[config.mk]
export PLATFORM = sky130hd
export DESIGN_NAME = emu_target_ctl
export DESIGN_NICKNAME = d
export VERILOG_FILES = /design/src/pkg/emu_ctl_pkg.sv /design/src/rtl/emu_target_ctl.sv
export SDC_FILE = /design/constraint.sdc
export NUM_CORES = 1
export LEC_CHECK = 0
export BUFFER_PORTS_ARGS = -buffer_cell sky130_fd_sc_hd__buf_2
export CAP_MARGIN = 20
export CORE_AREA = 2 2 264 266
export CTS_CLUSTER_DIAMETER = 80
export DETAILED_ROUTE_END_ITERATION = 10
export DIE_AREA = 0 0 266 268
export SETUP_SLACK_MARGIN = 0.05
export SKIP_LAST_GASP = 1
export SYNTH_ARGS = -nofsm -noshare
export SYNTH_HDL_FRONTEND = slang
export SYNTH_SLANG_ARGS = --single-unit
[constraint.sdc]
create_clock -name ref_clk -period 11.72 [get_ports ref_clk]
set_input_delay 2.344 -clock ref_clk [delete_from_list [all_inputs] [get_ports ref_clk]]
set_output_delay 2.344 -clock ref_clk [all_outputs]
set_load 0.02 [all_outputs]
[src/pkg/emu_ctl_pkg.sv]
// Package for the emulator target-boundary control block.
// Assumes a 20 MHz ref_clk and an APB register bus with 32-bit data.
package emu_ctl_pkg;
  localparam int unsigned CLK_HZ = 20000000;
  // Register byte offsets
  localparam logic [7:0] CFG_OFS  = 8'h00;
  localparam logic [7:0] CMD_OFS  = 8'h04;
  localparam logic [7:0] STAT_OFS = 8'h08;
  localparam logic [7:0] MAP_OFS  = 8'h0C;
  localparam logic [7:0] OTHR_OFS = 8'h10;
  // Configuration field positions
  localparam int CFG_CLK     = 0;
  localparam int CFG_RRT     = 1;
  localparam int CFG_QBRK    = 2;
  localparam int CFG_TRFSH   = 3;
  localparam int CFG_TBUSACK = 4;
  localparam int CFG_BUSREQ  = 5;
  localparam int CFG_INT     = 6;
  localparam int CFG_NMI     = 7;
  localparam int CFG_WAITEM  = 8;
  localparam int CFG_WRDATA  = 9;
  localparam int CFG_MONCYC  = 10;
  localparam int CFG_ROMBRK  = 11;
  localparam int CFG_CMB     = 12;
  localparam int CFG_MONB_LO = 16;
  // Reset value: internal clock, inputs enabled, everything else off
  localparam logic [31:0] CFG_RST = 32'h0000_01E0;
  // Map word: [31:24] start block, [23:16] end block, [10:8] type, [12] valid, [3:0] term
  localparam int MAP_TERMS = 16;
  localparam int MAP_VALID = 12;
  // Temporary break durations
  localparam int unsigned QUICK_US = 200;
  localparam int unsigned SLOW_MS  = 6;
  localparam int unsigned QUICK_CYC = QUICK_US * (CLK_HZ / 1000000);
  localparam int unsigned SLOW_CYC  = SLOW_MS * (CLK_HZ / 1000);
  // Host command codes
  typedef enum logic [3:0] {
    CMD_NONE = 4'h0, CMD_RST = 4'h1, CMD_BRK = 4'h2, CMD_RUN = 4'h3,
    CMD_STEP = 4'h4, CMD_REG = 4'h5, CMD_IO = 4'h6, CMD_TMEM = 4'h7,
    CMD_OTHER = 4'h8
  } cmd_e;
  // Memory types
  typedef enum logic [2:0] {
    MT_ERAM = 3'h0, MT_EROM = 3'h1, MT_TRAM = 3'h2, MT_TROM = 3'h3, MT_GRD = 3'h4
  } mem_e;
  // Execution states
  typedef enum logic [1:0] {
    ST_RESET = 2'b00, ST_MON = 2'b01, ST_USER = 2'b10, ST_TEMP = 2'b11
  } run_e;
endpackage : emu_ctl_pkg

[src/rtl/emu_target_ctl.sv]
// Target-boundary control of an emulator pod: config over APB, map, gating.
// Assumes target pins arrive asynchronously and the host drives APB on ref_clk.
//
// Implementation choices: the register addresses and register access over APB.
`timescale 1ns/100ps
`default_nettype none
module emu_target_ctl (
  input  wire logic        ref_clk,
  input  wire logic        rst_b,
  input  wire logic        psel,
  input  wire logic        penable,
  input  wire logic        pwrite,
  input  wire logic [7:0]  paddr,
  input  wire logic [31:0] pwdata,
  output logic [31:0]      prdata,
  output logic             pready,
  output logic             pslverr,
  input  wire logic        int_osc_clk,
  input  wire logic        tgt_clk,
  output logic             emu_clk,
  input  wire logic        tgt_busreq_b,
  input  wire logic        tgt_int_b,
  input  wire logic        tgt_nmi_b,
  input  wire logic        tgt_wait_b,
  input  wire logic        cpu_cyc,
  input  wire logic        cpu_io,
  input  wire logic        cpu_wr,
  input  wire logic        cpu_rfsh,
  input  wire logic        cpu_busack,
  input  wire logic [15:0] cpu_addr,
  output logic             cpu_busreq,
  output logic             cpu_int,
  output logic             cpu_nmi,
  output logic             cpu_wait,
  output logic             cpu_reset,
  output logic             cyc_to_target,
  output logic             data_oe,
  output logic             tgt_wr_en,
  output logic [15:0]      tgt_addr,
  output logic             emu_sel,
  output logic             brk_req,
  output logic             cmb_brk,
  output logic             ana_strobe,
  output logic             in_monitor
);
  import emu_ctl_pkg::*;

  logic [31:0] cfg;
  logic [31:0] map_tab [MAP_TERMS];
  logic [2:0]  other_type;
  run_e        run_st;
  logic [17:0] tmr;
  logic [1:0]  s_busreq, s_int, s_nmi, s_wait;
  logic        nmi_pend;
  logic        cmd_reject;
  logic        bus_hold;
  logic [3:0]  cmd_last;
  logic [3:0]  mt;

  wire wr_acc = psel & penable & pwrite;
  wire rd_acc = psel & penable & ~pwrite;
  wire known  = (paddr == CFG_OFS) | (paddr == CMD_OFS) | (paddr == STAT_OFS)
              | (paddr == MAP_OFS) | (paddr == OTHR_OFS);

  // Type lookup over the sixteen block-granular terms
  function automatic logic [3:0] map_type(input logic [7:0] blk);
    logic [3:0] t;
    t = {1'b0, other_type};
    for (int i = MAP_TERMS - 1; i >= 0; i--) begin
      if (map_tab[i][MAP_VALID] && blk >= map_tab[i][31:24] && blk <= map_tab[i][23:16]) begin
        t = {1'b1, map_tab[i][10:8]};
      end
    end
    return t;
  endfunction : map_type

  // Zero-wait APB slave; unmapped addresses answer with an error
  assign pready  = 1'b1;
  assign pslverr = psel & penable & ~known;

  assign emu_clk = cfg[CFG_CLK] ? tgt_clk : int_osc_clk;

  // Two-flop synchronisers for target pins
  // Pins idle high, so the reset value matches the idle level and no false request follows
  always_ff @(posedge ref_clk) begin
    if (!rst_b) begin
      s_busreq <= 2'b11;
      s_int    <= 2'b11;
      s_nmi    <= 2'b11;
      s_wait   <= 2'b11;
    end else begin
      s_busreq <= {s_busreq[0], tgt_busreq_b};
      s_int    <= {s_int[0], tgt_int_b};
      s_nmi    <= {s_nmi[0], tgt_nmi_b};
      s_wait   <= {s_wait[0], tgt_wait_b};
    end
  end

  // Configuration register
  // Whole-word write; unused bits read back as written
  always_ff @(posedge ref_clk) begin
    if (!rst_b) begin
      cfg <= CFG_RST;
    end else if (wr_acc && paddr == CFG_OFS) begin
      cfg <= pwdata;
    end
  end

  // Map table and catch-all type
  always_ff @(posedge ref_clk) begin
    if (!rst_b) begin
      for (int i = 0; i < MAP_TERMS; i++) begin
        map_tab[i] <= 32'h0000_0000;
      end
      other_type <= MT_ERAM;
    end else if (wr_acc && paddr == MAP_OFS) begin
      map_tab[pwdata[3:0]] <= pwdata;
    end else if (wr_acc && paddr == OTHR_OFS) begin
      other_type <= pwdata[2:0];
    end
  end

  // Registered copy of cpu_cyc, so emu_sel follows a bus cycle one ref_clk later
  always_ff @(posedge ref_clk) begin
    if (!rst_b) begin
      bus_hold <= 1'b0;
    end else begin
      bus_hold <= cpu_cyc;
    end
  end

  wire       in_mon    = (run_st != ST_USER);
  wire       mem_cyc   = cpu_cyc & ~cpu_io & ~in_mon;
  wire       is_emu    = mem_cyc & ~mt[2] & ~mt[1];
  wire       is_rom    = mt[0] & (mt[2:0] != MT_GRD);
  wire       cmd_wr    = wr_acc && paddr == CMD_OFS;
  wire [3:0] cmd       = pwdata[3:0];
  wire       clk_chg   = wr_acc && paddr == CFG_OFS && (pwdata[CFG_CLK] != cfg[CFG_CLK]);
  wire       map_chg   = wr_acc && (paddr == MAP_OFS || paddr == OTHR_OFS);
  wire       basic_cmd = (cmd == CMD_RST) | (cmd == CMD_BRK) | (cmd == CMD_RUN)
                       | (cmd == CMD_STEP);
  wire       temp_cmd  = (cmd == CMD_REG) | (cmd == CMD_IO) | (cmd == CMD_TMEM);
  wire       rejected  = cmd_wr && run_st == ST_USER && cfg[CFG_RRT] && !basic_cmd
                       && cmd != CMD_NONE;
  wire       map_brk   = mem_cyc & ((mt[2:0] == MT_GRD)
                       | (is_rom & cpu_wr & cfg[CFG_ROMBRK]));

  // Map lookup in a process, so a rewritten term is seen at once
  always_comb begin
    mt = map_type(cpu_addr[15:8]);
  end

  // Execution state and temporary break timer
  always_ff @(posedge ref_clk) begin
    if (!rst_b) begin
      run_st <= ST_RESET;
      tmr    <= 18'h0_0000;
    end else if (clk_chg || map_chg) begin
      run_st <= ST_RESET;
      tmr    <= 18'h0_0000;
    end else begin
      case (run_st)
        ST_RESET, ST_MON: begin
          // A reset command from the monitor returns the processor to reset
          if (cmd_wr && (cmd == CMD_RUN || cmd == CMD_STEP)) run_st <= ST_USER;
          else if (cmd_wr && cmd == CMD_BRK) run_st <= ST_MON;
          else if (cmd_wr && cmd == CMD_RST) run_st <= ST_RESET;
        end
        ST_USER: begin
          if (cmd_wr && cmd == CMD_RST) run_st <= ST_RESET;
          else if (cmd_wr && cmd == CMD_BRK) run_st <= ST_MON;
          else if (map_brk) run_st <= ST_MON;
          else if (cmd_wr && temp_cmd && !rejected) begin
            run_st <= ST_TEMP;
            tmr    <= cfg[CFG_QBRK] ? 18'(QUICK_CYC) : 18'(SLOW_CYC);
          end
        end
        ST_TEMP: begin
          if (tmr <= 18'h0_0001) run_st <= ST_USER;
          tmr <= tmr - 18'h0_0001;
        end
        default: run_st <= ST_RESET;
      endcase
    end
  end

  // Command status: last command and rejection flag
  always_ff @(posedge ref_clk) begin
    if (!rst_b) begin
      cmd_reject <= 1'b0;
      cmd_last   <= 4'h0;
    end else if (cmd_wr) begin
      cmd_reject <= rejected;
      cmd_last   <= cmd;
    end
  end

  // NMI latched in monitor, delivered back in user run
  // Clearing on disable keeps a stale request from firing after re-enable
  always_ff @(posedge ref_clk) begin
    if (!rst_b) begin
      nmi_pend <= 1'b0;
    end else if (!cfg[CFG_NMI]) begin
      nmi_pend <= 1'b0;
    end else if (in_mon && !s_nmi[1]) begin
      nmi_pend <= 1'b1;
    end else if (!in_mon) begin
      nmi_pend <= 1'b0;
    end
  end

  // Input gating toward the emulation processor
  always_comb begin
    cpu_busreq = cfg[CFG_BUSREQ] & ~s_busreq[1];
    cpu_int    = cfg[CFG_INT] & ~in_mon & ~s_int[1];
    cpu_nmi    = cfg[CFG_NMI] & ~in_mon & (~s_nmi[1] | nmi_pend);
    cpu_wait   = ~s_wait[1] & cpu_cyc & (cpu_io | in_mon | ~is_emu | cfg[CFG_WAITEM]);
  end

  // Target bus visibility, data drive and address
  always_comb begin
    // hidden monitor unless MONCYC set; I/O cycles hidden the same way
    cyc_to_target = cpu_cyc & (~in_mon | cfg[CFG_MONCYC]);
    tgt_wr_en     = cyc_to_target & cpu_wr & ~(in_mon) & ~(is_rom & ~cpu_io);
    // echo emulation reads; writes and outputs only
    data_oe       = cyc_to_target & ((cpu_wr & ~in_mon)
                  | (cfg[CFG_WRDATA] & is_emu & ~cpu_wr & ~cpu_io));
    // monitor location on top lines, 4K window
    tgt_addr      = in_mon ? {cfg[CFG_MONB_LO +: 4], cpu_addr[11:0]} : cpu_addr;
    emu_sel       = is_emu & bus_hold;
    cpu_reset     = (run_st == ST_RESET);
    in_monitor    = in_mon;
    brk_req       = map_brk;
    // link peers break on slow temporary break only
    cmb_brk       = (run_st == ST_TEMP) & cfg[CFG_CMB] & ~cfg[CFG_QBRK];
    // analyzer feed
    // No processor cycle runs while the bus is granted away
    ana_strobe    = (cpu_cyc & ~cpu_busack & (~cpu_rfsh | cfg[CFG_TRFSH]))
                  | (cpu_busack & cfg[CFG_TBUSACK]);
  end

  // Read data from flip-flops
  always_ff @(posedge ref_clk) begin
    if (!rst_b) begin
      prdata <= 32'h0000_0000;
    end else if (psel && !penable && !pwrite) begin
      case (paddr)
        CFG_OFS:  prdata <= cfg;
        STAT_OFS: prdata <= {24'h00_0000, cmd_last, cmd_reject, nmi_pend, 2'(run_st)};
        OTHR_OFS: prdata <= {29'h0000_0000, other_type};
        default:  prdata <= 32'h0000_0000;
      endcase
    end
  end

  // Rule checks; each label guards one rule
  // map edit resets
  reset_on_map_a: assert property (@(posedge ref_clk) disable iff (!rst_b)
    map_chg |=> run_st == ST_RESET) else $error("map change did not reset");

  int_blocked_a: assert property (@(posedge ref_clk) disable iff (!rst_b)
    in_mon |-> !cpu_int) else $error("interrupt passed in monitor");

  hidden_mon_a: assert property (@(posedge ref_clk) disable iff (!rst_b)
    in_mon && !cfg[CFG_MONCYC] |-> !cyc_to_target) else $error("monitor cycle visible");

  mon_addr_a: assert property (@(posedge ref_clk) disable iff (!rst_b)
    in_mon |-> tgt_addr[15:12] == cfg[19:16]) else $error("monitor base wrong");

  io_wait_a: assert property (@(posedge ref_clk) disable iff (!rst_b)
    cpu_cyc && cpu_io && !s_wait[1] |-> cpu_wait) else $error("target wait lost");

  rrt_reject_a: assert property (@(posedge ref_clk) disable iff (!rst_b)
    rejected && !map_brk |=> run_st == ST_USER && cmd_reject) else $error("restricted cmd taken");

  guard_brk_a: assert property (@(posedge ref_clk) disable iff (!rst_b)
    mem_cyc && mt[2:0] == MT_GRD && !map_chg && !clk_chg && !cmd_wr |=> run_st == ST_MON)
    else $error("guarded access no break");

  temp_brk_a: assert property (@(posedge ref_clk) disable iff (!rst_b)
    run_st == ST_USER && cmd_wr && temp_cmd && !rejected && !map_chg && !clk_chg
    && !map_brk |=> run_st == ST_TEMP) else $error("no temporary break");

  busreq_gate_a: assert property (@(posedge ref_clk) disable iff (!rst_b)
    !cfg[CFG_BUSREQ] |-> !cpu_busreq) else $error("bus request not gated");

  nmi_hold_a: assert property (@(posedge ref_clk) disable iff (!rst_b)
    in_mon && cfg[CFG_NMI] && !s_nmi[1] && !(wr_acc && paddr == CFG_OFS)
    |=> nmi_pend) else $error("monitor nmi not held");

  emu_wait_a: assert property (@(posedge ref_clk) disable iff (!rst_b)
    is_emu && !cfg[CFG_WAITEM] |-> !cpu_wait) else $error("emulation wait inserted");

  data_drive_a: assert property (@(posedge ref_clk) disable iff (!rst_b)
    data_oe && !cfg[CFG_WRDATA] |-> cpu_wr) else $error("data bus driven on read");

  rfsh_hide_a: assert property (@(posedge ref_clk) disable iff (!rst_b)
    cpu_rfsh && !cpu_busack && !cfg[CFG_TRFSH] |-> !ana_strobe) else $error("refresh traced");

  rom_brk_a: assert property (@(posedge ref_clk) disable iff (!rst_b)
    mem_cyc && is_rom && cpu_wr && cfg[CFG_ROMBRK] |-> brk_req) else $error("rom write no break");

  cmb_quick_a: assert property (@(posedge ref_clk) disable iff (!rst_b)
    cfg[CFG_QBRK] |-> !cmb_brk) else $error("quick break reached link");

  tmr_bound_a: assert property (@(posedge ref_clk) disable iff (!rst_b)
    tmr <= 18'(SLOW_CYC)) else $error("break timer out of range");

  // Covers for the main scenarios
  quick_cov: cover property (@(posedge ref_clk) disable iff (!rst_b)
    run_st == ST_TEMP && cfg[CFG_QBRK]);
  slow_cov: cover property (@(posedge ref_clk) disable iff (!rst_b)
    run_st == ST_TEMP && !cfg[CFG_QBRK]);
  nmi_cov: cover property (@(posedge ref_clk) disable iff (!rst_b)
    nmi_pend && !in_mon);
  rom_cov: cover property (@(posedge ref_clk) disable iff (!rst_b)
    map_brk && cpu_wr);
  reject_cov: cover property (@(posedge ref_clk) disable iff (!rst_b)
    rejected);
endmodule : emu_target_ctl
`default_nettype wire

==> summary.md <==
| Metric | Value |
|---|---|
| Outcome | `finished, final reports clean` |
| Req. time, crit path | `9380 ps` |
| Synth Instances | `2,291` |
| Rows | `96` |
| Peak VDD IR | `0.110 mV` |
| Power per cell area | `132 nW/µm²` |
| Root buf cell | `clkbuf_16` |
| Hold Startpoint | `s_nmi[0]` |
| Worst skew pair latency | `590 ps` |
| CTS Hold Bufs | `0` |
| Comb pwr share | `between 10% and 20%` |
| Worst Setup End Kind | `output pin` |
| Routability Congestion | `0.859` |
| Reg2reg start | `map_tab[9][29]` |
| Worst Skew | `10.7 ps` |
| Syn Nets | `2,621` |
| Vias in the first global route | `about 17,000` |
| Cell Area, Placed | `25,300 µm²` |
| Actual slew at the worst max-slew pin | `about 1100 ps` |
| DRC viols | `0` |
| Largest net degree at the start of global routing | `63` |
| Primary FF master, synth | `edfxtp_1` |
| Initial core utilization | `34.9%` |
| Switching Fraction | `about a quarter` |
| CTS tree | `done` |
| R2r endpoint | `tmr[9]` |
| Internal power | `2.65 mW` |
| Final ANT Viol Nets | `0` |
| Crit path time final | `9150 ps` |
| Port Buffers | `118` |
| Yosys top cell by area | `edfxtp_1` |
| Dpl ws | `2550 ps` |
| Post-Syn Area | `23,800 µm²` |
| Post-synth EDFFs | `320` |
| DRT Pass-1 Iters | `5` |
| Postcts setup bufs | `0` |
| Met1 wire length | `29,100 µm` |
| Clock power frac | `41.3%` |
| Total Routed Length | `approximately 65,000 µm` |
| H-tree levels | `2` |
| DIE AREA | `71,300 µm²` |
| Routed vias | `17,300` |
| Number of fillers in the final layout | `6,584` |
| Crit start category | `input pin` |
| Core ar. | `68,200 µm²` |
| Initial drt markers | `1,315` |
| Cell leakage power | `11.4 nW` |
| Worst Setup Slack, final | `about 2600 ps` |
| Detail Route met3 WL | `around 4600 µm` |
| DPL Wire Length | `42,500 µm` |
| WL/cell | `19.8 µm` |
| Num CTS Buffers | `46` |
| Async SR Flop Fraction | `0%` |
| Sequential fraction of design power | `between 40% and 50%` |
| Yosys Warn Count | `0` |
| Share of cells above drive strength 1 | `10.7%` |
| Die X | `266 µm` |
| Slew margin rel. | `27.9%` |
| Main area contributors after synthesis | `edfxtp_1 (40%), ha_1 (14%), and2_1 (8.8%), dfxtp_1 (8.6%), inv_1 (4.0%)` |
| Final #Nets | `2,719` |
| Most frequent cells in the layout | `and2_1 (334), edfxtp_1 (320), ha_1 (258), inv_1 (250), nand2_1 (189)` |
| Hold EP | `s_nmi[1]` |
| IO Count | `136` |
| Most common cell after layout, fill and taps aside | `and2_1` |
| Max_cap viols | `0` |
| Area Overhead vs Synth | `13.1%` |
| # setup viols final | `0` |
| Die Y | `roughly 270 µm` |
| CP Data Arrival Time | `6810 ps` |
| Cells on Worst Hold Path | `1` |
| Initial antenna violation count | `5` |
| Synthesis-stage register bit count | `422` |
| First-pass GRT wire length | `101,000 µm` |
| Post-synthesis average cell area | `between 10 and 15 µm²` |
| R2R depth | `12` |
| Distinct cell type count after synthesis | `about 90` |
| Seq/Total Area, Yosys | `between 40% and 50%` |
| Multi-input gate area | `about 11,000 µm²` |
| Max-slew violations | `0` |
| Clock buffer depth | `3` |
| Fin. Hold Viols | `0` |
| Worst-path clk slew | `60 ps` |
| RSZ-0062 raised after global routing | `false` |
| All-Layer GR Usage | `between 10% and 20%` |
| Tightest Hold Check Type | `flop to flop` |
| Post-route cell area | `26,900 µm²` |
| Reg-to-reg slack, setup | `between 7000 and 8000 ps` |
| Fmax achieved | `109 MHz` |
| Critical path class | `input pin to output pin` |
| CTS sink count | `422` |
| WL met2 | `30,100 µm` |
| P_sw | `896 µW` |
| # resized after CTS | `0` |
| Critical Path Fanout Max | `17` |
| Final Cycle Share | `78.1%` |
| Fin Setup TNS | `0 ps` |
| Highest routed layer | `met4` |
| Share of the synthesized area in the top cell type | `40.4%` |
| Sequential Area | `~12,000 µm²` |
| Vias/cell | `5.23` |
| Grt ovf | `0` |
==> power groups by stage <==
stage / Sequential, mW / Combinational, mW / Clock (mW)
4_1_cts: 1.68 / 0.403 / 1.49
5_1_grt: 1.68 / 0.450 / 1.55
2_1_floorplan: 1.71 / 0.254 / 0
3_5_place_dp: 1.71 / 0.401 / 0
6_report: 1.68 / 0.405 / 1.46
3_3_place_gp: 1.71 / 0.385 / 0
==> synthesized netlist by cell type, drive strengths merged (5+ instances only) <==
cell type	count
a2111oi	10
a211o	11
a211oi	15
a21boi	58
a21o	21
a21oi	67
a22oi	7
a31oi	13
and2	336
and3	11
buf	17
clkbuf	91
dfxtp	102
edfxtp	320
ha	258
inv	252
mux2i	7
nand2	190
nand2b	32
nand3	87
nand3b	8
nand4	20
nor2	77
nor2b	27
nor3	31
nor3b	5
nor4	13
o2111ai	6
o211ai	11
o21a	17
o21ai	67
o21bai	5
o221ai	7
o22ai	5
o31ai	5
or3	6
xnor2	6
==> per-stage QoR <==
step	hold slack (ps)	power (mW)	std cells	util, %
2_1_floorplan	386	1.96	2291	-
3_3_place_gp	388	2.09	3209	37.0
3_5_place_dp	400	2.11	3213	37.1
4_1_cts	415	3.57	3299	39.3
5_1_grt	432	3.68	3309	39.5
6_report	408	3.55	3311	39.5
==> critical path, cell delays in order <==
cell and delay [ps]:
buf_2 90, clkinv_1 710, ha_1 530, nand2b_1 140
a21oi_1 150, nor4_1 70, o211ai_1 770, o2111ai_1 270
a221oi_2 260, nor4_1 120, o41ai_2 360, nand3b_1 340
nor3b_1 260, a21oi_1 60, nor2b_1 120, buf_2 180
==> worst max path at each step <==
stage | startpoint | end | slack, ps | cells after the start
global placement | cpu_addr[8] | brk_req | 2650 | 15
finish | cpu_addr[8] | data_oe | 2570 | 16
detailed placement | cpu_addr[8] | data_oe | 2550 | 16
CTS | cpu_addr[8] | data_oe | 2570 | 16
global route | cpu_addr[8] | data_oe | 2300 | 16
floorplan | cpu_addr[8] | data_oe | 3670 | 14
==> metal layers <==
layer	GRT usage (%)	vias to the layer above
met5	0	-
met4	5.83	0
li1	-	8200
met2	30.4	556
met1	24.5	8471
met3	3.23	96
==> area by class of cell <==
cell class	count	area share [%]
repair buffers	158	3.57
inverters	252	3.51
clock buffers	59	4.69
well taps	882	4.10
multi-input cells	1509	40.0
flip-flops and latches	422	43.3
diodes	2	0.0186
clock inverters	27	0.855
==> flip-flops by register name, summed over array words and instances, names as in the netlist, 3 cells and up <==
signal and cells:
map_tab 320, cfg 32, prdata 32, tmr 18, cmd_last 4, other_type 3
==> logic make-up (layout without fill, tap and decap cells) <==
logic type	Yosys count	in the layout	synth area share, %
AO/OA/AOI/OAI	369	369	11.1
adder cells (fa/ha/maj)	258	258	13.6
multiplexers	11	11	0.484
other	1	3	0.0158
XOR/XNOR	9	9	0.331
AND/OR/NAND/NOR	861	861	19.7
flip-flops	422	422	49.0
buffers and inverters	360	496	5.92
Note: power is estimated with default switching activity, not from simulation.
